### src/current_source_pkg.sv
package current_source_pkg;

  // bus geometry
  localparam int unsigned ADDR_W = 4;
  localparam int unsigned DATA_W = 32;

  // register byte offsets
  localparam logic [3:0] OFS_CONTROL = 4'h0;

  // field positions within the 16-bit control word
  localparam int unsigned TRIM_LSB  = 10;
  localparam int unsigned TRIM_W    = 6;
  localparam int unsigned RANGE_LSB = 8;
  localparam int unsigned RANGE_W   = 2;

  // reset values
  localparam logic [5:0] TRIM_RST  = 6'h00;
  localparam logic [1:0] RANGE_RST = 2'h0;

  // read data for an unmapped address
  localparam logic [31:0] UNMAPPED_DATA = 32'h0000_0000;

  // range select codes
  typedef enum logic [1:0] {
    RANGE_OFF    = 2'b00,
    RANGE_BASE   = 2'b01,
    RANGE_X10    = 2'b10,
    RANGE_X100   = 2'b11
  } range_t;

endpackage : current_source_pkg

### src/current_source_control.sv
// The register addresses and register access over Avalon-MM were decided locally.
`timescale 1ns/100ps
`default_nettype none

module current_source_control
  import current_source_pkg::*;
(
  // clock and reset
  input  wire logic                               I_CLK,
  input  wire logic                               I_RST,
  // avalon-mm slave
  input  wire logic [current_source_pkg::ADDR_W-1:0] I_AVS_ADDRESS,
  input  wire logic                               I_AVS_READ,
  input  wire logic                               I_AVS_WRITE,
  input  wire logic [current_source_pkg::DATA_W-1:0] I_AVS_WRITEDATA,
  input  wire logic [3:0]                         I_AVS_BYTEENABLE,
  output logic [current_source_pkg::DATA_W-1:0]   O_AVS_READDATA,
  output logic                                    O_AVS_WAITREQUEST,
  // analog current source controls
  output logic signed [5:0]                       O_TRIM_CODE,
  output logic [1:0]                              O_RANGE_SEL,
  output logic                                    O_SOURCE_ENABLE,
  output logic [2:0]                              O_RANGE_DECADE
);
  import current_source_pkg::*;

  logic [5:0]  trim_r;
  logic [1:0]  range_r;
  logic [31:0] rdata_r;
  logic        ack_r;

  // byte lane carrying bits 15 to 8, the only lane with storage behind it
  localparam int unsigned CTRL_LANE = RANGE_LSB / 8;

  // decode: every request waits exactly one cycle, so read data can come
  // from a flop rather than a combinational mux straight onto the bus; the
  // price is one extra cycle per access
  wire         sel_ctrl  = (I_AVS_ADDRESS == OFS_CONTROL);
  wire         req       = I_AVS_READ | I_AVS_WRITE;
  wire         rd_first  = I_AVS_READ & ~ack_r;
  wire         wr_take   = I_AVS_WRITE & ack_r & sel_ctrl;
  wire         hi_lane   = I_AVS_BYTEENABLE[CTRL_LANE];
  wire [15:0]  ctrl_word = {trim_r, range_r, 8'h00};
  wire [31:0]  rd_word   = sel_ctrl ? {16'h0000, ctrl_word} : UNMAPPED_DATA;
  wire         ack_nxt   = req & ~ack_r;
  wire [31:0]  rdata_nxt = rd_first ? rd_word : rdata_r;

  assign O_AVS_WAITREQUEST = req & ~ack_r;
  assign O_AVS_READDATA    = rdata_r;

  // handshake walk for one request:
  //   cycle 0: read or write seen with ack_r low, waitrequest high
  //   cycle 1: ack_r high, waitrequest low, the master completes at the edge
  //   the edge ending cycle 1 stores a write and drops ack_r again, so a
  //   back-to-back request sees its own wait cycle
  always_ff @(posedge I_CLK or posedge I_RST) begin
    if (I_RST) begin
      ack_r <= 1'b0;
    end else begin
      ack_r <= ack_nxt;
    end
  end

  // read data is captured in the wait cycle and then stands until the next
  // read, so the bus always sees a flop output at the completing edge
  always_ff @(posedge I_CLK or posedge I_RST) begin
    if (I_RST) begin
      rdata_r <= 32'h0000_0000;
    end else begin
      rdata_r <= rdata_nxt;
    end
  end

  // control fields; low byte lane has no storage at all
  always_ff @(posedge I_CLK or posedge I_RST) begin
    if (I_RST) begin
      trim_r  <= TRIM_RST;
      range_r <= RANGE_RST;
    end else if (wr_take & hi_lane) begin
      trim_r  <= I_AVS_WRITEDATA[TRIM_LSB +: TRIM_W];
      range_r <= I_AVS_WRITEDATA[RANGE_LSB +: RANGE_W];
    end
  end

  // trim is passed signed: zero nominal, positive up, negative down
  assign O_TRIM_CODE     = $signed(trim_r);
  assign O_RANGE_SEL     = range_r;
  assign O_SOURCE_ENABLE = (range_t'(range_r) != RANGE_OFF);

  // one-hot decade strobe for the analog mirror: base, x10, x100
  function automatic logic [2:0] decade_of(input logic [1:0] r);
    unique case (range_t'(r))
      RANGE_OFF:  decade_of = 3'b000;
      RANGE_BASE: decade_of = 3'b001;
      RANGE_X10:  decade_of = 3'b010;
      RANGE_X100: decade_of = 3'b100;
    endcase
  endfunction : decade_of

  assign O_RANGE_DECADE = decade_of(range_r);

  // write path: a stored write puts exactly the bus data into the fields
  chk_trim_write: assert property (@(posedge I_CLK) disable iff (I_RST)
    wr_take & hi_lane |=> trim_r == $past(I_AVS_WRITEDATA[15:10]))
    else $error("trim field did not take write");

  chk_range_write: assert property (@(posedge I_CLK) disable iff (I_RST)
    wr_take & hi_lane |=> O_RANGE_SEL == $past(I_AVS_WRITEDATA[9:8]))
    else $error("range field did not take write");

  // read path: register image, low byte, bus padding and unmapped reads
  chk_low_zero: assert property (@(posedge I_CLK) disable iff (I_RST)
    I_AVS_READ && sel_ctrl && !O_AVS_WAITREQUEST |-> O_AVS_READDATA[7:0] == 8'h00)
    else $error("low byte not zero");

  chk_readback: assert property (@(posedge I_CLK) disable iff (I_RST)
    I_AVS_READ && sel_ctrl && !O_AVS_WAITREQUEST
      |-> O_AVS_READDATA == {16'h0000, trim_r, range_r, 8'h00})
    else $error("read back mismatch");

  chk_read_upper: assert property (@(posedge I_CLK) disable iff (I_RST)
    I_AVS_READ && !O_AVS_WAITREQUEST |-> O_AVS_READDATA[31:16] == 16'h0000)
    else $error("upper read half not zero");

  chk_unmapped_read: assert property (@(posedge I_CLK) disable iff (I_RST)
    I_AVS_READ && !sel_ctrl && !O_AVS_WAITREQUEST |-> O_AVS_READDATA == UNMAPPED_DATA)
    else $error("unmapped read not zero");

  chk_read_fresh: assert property (@(posedge I_CLK) disable iff (I_RST)
    rd_first |=> O_AVS_READDATA == $past(rd_word))
    else $error("read data not captured in wait cycle");

  chk_rdata_hold: assert property (@(posedge I_CLK) disable iff (I_RST)
    !rd_first |=> $stable(O_AVS_READDATA))
    else $error("read data moved without a read");

  // analog decode: source enable, one-hot decade strobes and trim sign
  chk_range_off: assert property (@(posedge I_CLK) disable iff (I_RST)
    (O_RANGE_SEL == 2'b00) == (!O_SOURCE_ENABLE && O_RANGE_DECADE == 3'b000))
    else $error("range zero must disable source");

  chk_range_dec: assert property (@(posedge I_CLK) disable iff (I_RST)
    O_RANGE_SEL != 2'b00 |-> O_RANGE_DECADE == (3'b001 << (O_RANGE_SEL - 2'b01)))
    else $error("decade strobe wrong");

  chk_decade_onehot: assert property (@(posedge I_CLK) disable iff (I_RST)
    $onehot0(O_RANGE_DECADE))
    else $error("more than one decade strobe");

  chk_enable_decade: assert property (@(posedge I_CLK) disable iff (I_RST)
    O_SOURCE_ENABLE == (O_RANGE_DECADE != 3'h0))
    else $error("enable and decade strobe disagree");

  chk_trim_sign: assert property (@(posedge I_CLK) disable iff (I_RST)
    (O_TRIM_CODE > 0) == (!trim_r[5] && trim_r != 6'h00))
    else $error("trim sign wrong");

  chk_trim_negative: assert property (@(posedge I_CLK) disable iff (I_RST)
    trim_r[5] == (O_TRIM_CODE < 0))
    else $error("negative trim not below nominal");

  chk_trim_zero: assert property (@(posedge I_CLK) disable iff (I_RST)
    trim_r == 6'h00 |-> O_TRIM_CODE == 0)
    else $error("zero trim not nominal");

  // the fields move only on a stored write and clear while reset is held
  chk_hold_idle: assert property (@(posedge I_CLK) disable iff (I_RST)
    !wr_take |=> $stable(trim_r) && $stable(range_r))
    else $error("field changed without write");

  chk_lane_refuse: assert property (@(posedge I_CLK) disable iff (I_RST)
    I_AVS_WRITE && !O_AVS_WAITREQUEST && !hi_lane |=> $stable(trim_r) && $stable(range_r))
    else $error("write without the control lane changed a field");

  chk_unmapped_write: assert property (@(posedge I_CLK) disable iff (I_RST)
    I_AVS_WRITE && !O_AVS_WAITREQUEST && !sel_ctrl |=> $stable(trim_r) && $stable(range_r))
    else $error("unmapped write changed a field");

  // judged from the second reset edge on, so the very first edge, which may
  // race the start of the run, never counts
  chk_reset_clear: assert property (@(posedge I_CLK)
    I_RST ##1 I_RST |-> trim_r == TRIM_RST && range_r == RANGE_RST && !O_AVS_WAITREQUEST)
    else $error("fields not clear during reset");

  // handshake: exactly one wait cycle for every request
  chk_wait_once: assert property (@(posedge I_CLK) disable iff (I_RST)
    req && !ack_r |-> O_AVS_WAITREQUEST ##1 (!req || !O_AVS_WAITREQUEST))
    else $error("waitrequest longer than one cycle");

  chk_wait_single: assert property (@(posedge I_CLK) disable iff (I_RST)
    O_AVS_WAITREQUEST |=> !O_AVS_WAITREQUEST)
    else $error("waitrequest high two cycles in a row");

  chk_ack_clear: assert property (@(posedge I_CLK) disable iff (I_RST)
    ack_r |=> !ack_r)
    else $error("acknowledge held past one cycle");

  // the main scenarios the bench is expected to reach
  cov_write_x100: cover property (@(posedge I_CLK) disable iff (I_RST)
    wr_take & hi_lane ##1 O_RANGE_SEL == 2'b11);

  cov_neg_trim: cover property (@(posedge I_CLK) disable iff (I_RST)
    trim_r == 6'h20);

  cov_read_back: cover property (@(posedge I_CLK) disable iff (I_RST)
    I_AVS_READ && sel_ctrl && !O_AVS_WAITREQUEST && trim_r != 6'h00);

  cov_lane_refused: cover property (@(posedge I_CLK) disable iff (I_RST)
    I_AVS_WRITE && !O_AVS_WAITREQUEST && !hi_lane);

  cov_unmapped_read: cover property (@(posedge I_CLK) disable iff (I_RST)
    I_AVS_READ && !sel_ctrl && !O_AVS_WAITREQUEST);

endmodule : current_source_control

`default_nettype wire

### config.mk
export PLATFORM = sky130hd
export DESIGN_NAME = current_source_control
export DESIGN_NICKNAME = d
export VERILOG_FILES = /design/src/current_source_pkg.sv /design/src/current_source_control.sv
export SDC_FILE = /design/constraint.sdc
export NUM_CORES = 1
export LEC_CHECK = 0
export BUFFER_PORTS_ARGS = -buffer_cell sky130_fd_sc_hd__buf_2
export CORE_MARGIN = 3
export CORE_UTILIZATION = 35
export CTS_CLUSTER_DIAMETER = 200
export DETAILED_ROUTE_END_ITERATION = 8
export PLACE_DENSITY = 0.76
export SYNTH_ARGS = -nofsm -noshare
export SYNTH_HDL_FRONTEND = slang
export SYNTH_SLANG_ARGS = --single-unit
export TNS_END_PERCENT = 20
### constraint.sdc
create_clock -name I_CLK -period 1.4 [get_ports I_CLK]
set_clock_uncertainty 0.2 [all_clocks]
set_input_delay 0.07 -clock I_CLK [delete_from_list [all_inputs] [get_ports I_CLK]]
set_output_delay 0.07 -clock I_CLK [all_outputs]
set_load 0.01 [all_outputs]
==> flow_summary.yaml <==
outcome:
  status: "completed"
yosys:
  ys_async_sr_fraction: 1.00
  yosysWarnings: 0
  synth.mux.area_fraction: 0.102
  ys_ff_latch: 17
  synth-edff-count: 0
  synth_xor_area_frac: 0
  ys_types: 16
  synth_area_leaders: "dfrtp_1 48%, buf_4 20%, mux2_2 10%"
  yosys.area.top_type: "dfrtp_1"
  synth_compound_area_frac: 0.0451
  synth-main-ff-cell: "dfrtp_1"
  synth_simple_gate_area_frac: 0.145
  synth_top_family_by_area: "buffers and inverters"
  synth_top_cell_area_share: 0.480
  synthCells: 86
  synth_most_common_cell: "buf_4"
  syn_avg_cell_area_um2: 10.3
  synth_common_cells: "24 x buf_4, 17 x dfrtp_1, 16 x nand2_1"
  synth_area_um2: 887
  synthAdderAreaFrac: 0
  ys_seq_area_frac: 0.480
floorplan:
  num_rows: 17
  fp.coreArea_um2: 2300
  die-area_um2: 3170
  die_y_um: 56.3
  pin_count: 89
  fp.dieW_um: 56.3
  initial_core_util: 0.386
cts:
  cts.sinks: 17
  insertion_delay_ps: 280
  cts_buffers: 3
  cts_tree: "yes"
  clkTransAtPathRegs_ps: 100
  clock_path_buffers: 2
  htreeDepth: 1
  cts.root.buffer_cell: "clkbuf_4"
drt:
  totalWireLength_um: 1810
  drt_pass1_iterations: 4
  wire_per_inst_um: 10.8
  postRouteAntennaNets: 0
  drcViolationCount: 0
  drt-initial-drc-count: 6
  vias: 680
  vias_per_cell: 4.05
setup_path:
  arrival_ps: 1360
  endpoint_kind: "flip-flop"
  path_buf_inv: 3
  cp_max_fo: 5
  crit_chain: "dlygate4sd3_1 -> buf_2 -> and4_1 -> buf_4 -> mux2_2"
  required_ps: 1360
  crit_slowest_cell: "dlygate4sd3_1"
  slowest_delay_ps: 520
  cpLargestDelayFamily: "buffers and inverters"
  path_class: "primary input to flip-flop"
  start_kind: "primary input"
placement:
  dp_cells: 151
  portBuffers: 37
  gp_congestion: 0.727
  dp_hpwl_um: 1310
  placed_cell_area_um2: 1020
sta:
  setup_viol: 0
  fin_crit_sh: 1.00
  hold_viol: 0
  finalSetupTns_ps: 0
  min_period_ps: 1400
  slew_viol_final: 0
  relSlewSlack: 0.586
  rsz0062_at_grt: "true"
  timing.fmax_mhz: 714
  worst_slew_pin_slew_ps: 620
layout:
  stdcell_area_um2: 1190
  final_cells: 168
  nNetsFinal: 185
  area_growth_pct: 34.0
  drive_above_1_share: 0.407
  n_antenna_cell: 0
global_routing:
  gr-usage-all-layers: 0.117
  grt_antenna_before_repair: 0
  grt_start_max_net_pins: 18
  overflow: 0
  grt_pass1_wl_um: 2990
  grt_pass1_vias: 683
power:
  p_leak_nw: 0.659
  powerDensity_nw_per_um2: 916
  p_total_mw: 1.09
  irDropWorstVdd_v: 0.000607
min_path:
  min_path_type: "primary input to flip-flop"
job:
  max_cap_violations: 0
-- state kept, by name (all words and copies together) (netlist names) --
name,cells
O_TRIM_CODE,6
O_RANGE_SEL,2
ack_r,1
O_AVS_READDATA,8
-- cells by family after synthesis --
| family | Yosys count |
|---|---|
| and+or+nand+nor | 25 |
| other | 1 |
| AOI/OAI and AO/OA | 8 |
| DFF | 17 |
| buffers and inverters | 27 |
| muxes | 8 |
-- area by class of cell --
cell class	instances	area, µm²
clock buffer	4	26.3
tap	28	35.0
fill	208	1110
timing repair buffer	53	343
multi-input combinational	65	354
inverter	1	3.75
sequential	17	427
-- worst paths after layout --
| check | depth (start not counted) | slack (ps) | start | endpoint |
|---|---|---|---|---|
| hold / removal | 5 | 30 | I_AVS_ADDRESS[2] | O_AVS_READDATA[8] |
| setup reg to reg | 3 | 30 | ack_r | O_TRIM_CODE[5] |
| max in group asynchronous | 3 | 370 | I_RST | O_RANGE_SEL[1] |
| hold reg to reg | 1 | 280 | ack_r | ack_r |
| min in group asynchronous | 3 | 200 | I_RST | O_AVS_READDATA[9] |
| setup / recovery | 5 | 0.1 | I_AVS_WRITE | O_TRIM_CODE[5] |
-- power breakdown --
part           total, mW  leakage, nW  internal (mW)  switching (mW)
clock network      0.252       0.0150          0.110           0.141
registers          0.565        0.229          0.530          0.0346
logic              0.272        0.415          0.135           0.137
-- cell usage in the layout, fill, tap and decap left out, types with 2 or more instances in the layout --
cell type and count:
mux2_2 8, dlygate4sd3_1 11, o21ai_0 8, nor2b_1 2
buf_4 4, nor2_1 2, buf_2 36, nand2_1 16
conb_1 24, clkbuf_4 3, dfrtp_1 16, buf_6 2
-- stage by stage --
stage	hold slack [ps]	setup slack, ps	util
after CTS	27.7	7.92	0.513
final	29.8	0.133	0.517
after floorplan	-204	-94.0	-
after global placement	-37.4	-113	0.444
after detailed placement	-27.7	-125	0.444
after global routing	58.8	-19.1	0.517
-- worst min-delay path, delay by kind of cell --
family	cells	cell delay [ps]
buffers and inverters	2	250
AOI/OAI and AO/OA	1	60
and+or+nand+nor	2	100
-- layer usage --
layer  GRT usage  wire [µm]
met5           0          0
met4      0.0508         13
met3      0.0184        170
met2       0.229        963
met1       0.121        660
-- timing repair --
action,4_1_cts,5_1_grt
buffers inserted,1,1
hold buffers,11,0
gates cloned,0,0
hold endpoints to repair,26,0
resized for setup,3,2
endpoints found under the setup margin,1,16
pin swaps,0,1
(Power assumes the default switching activity.)
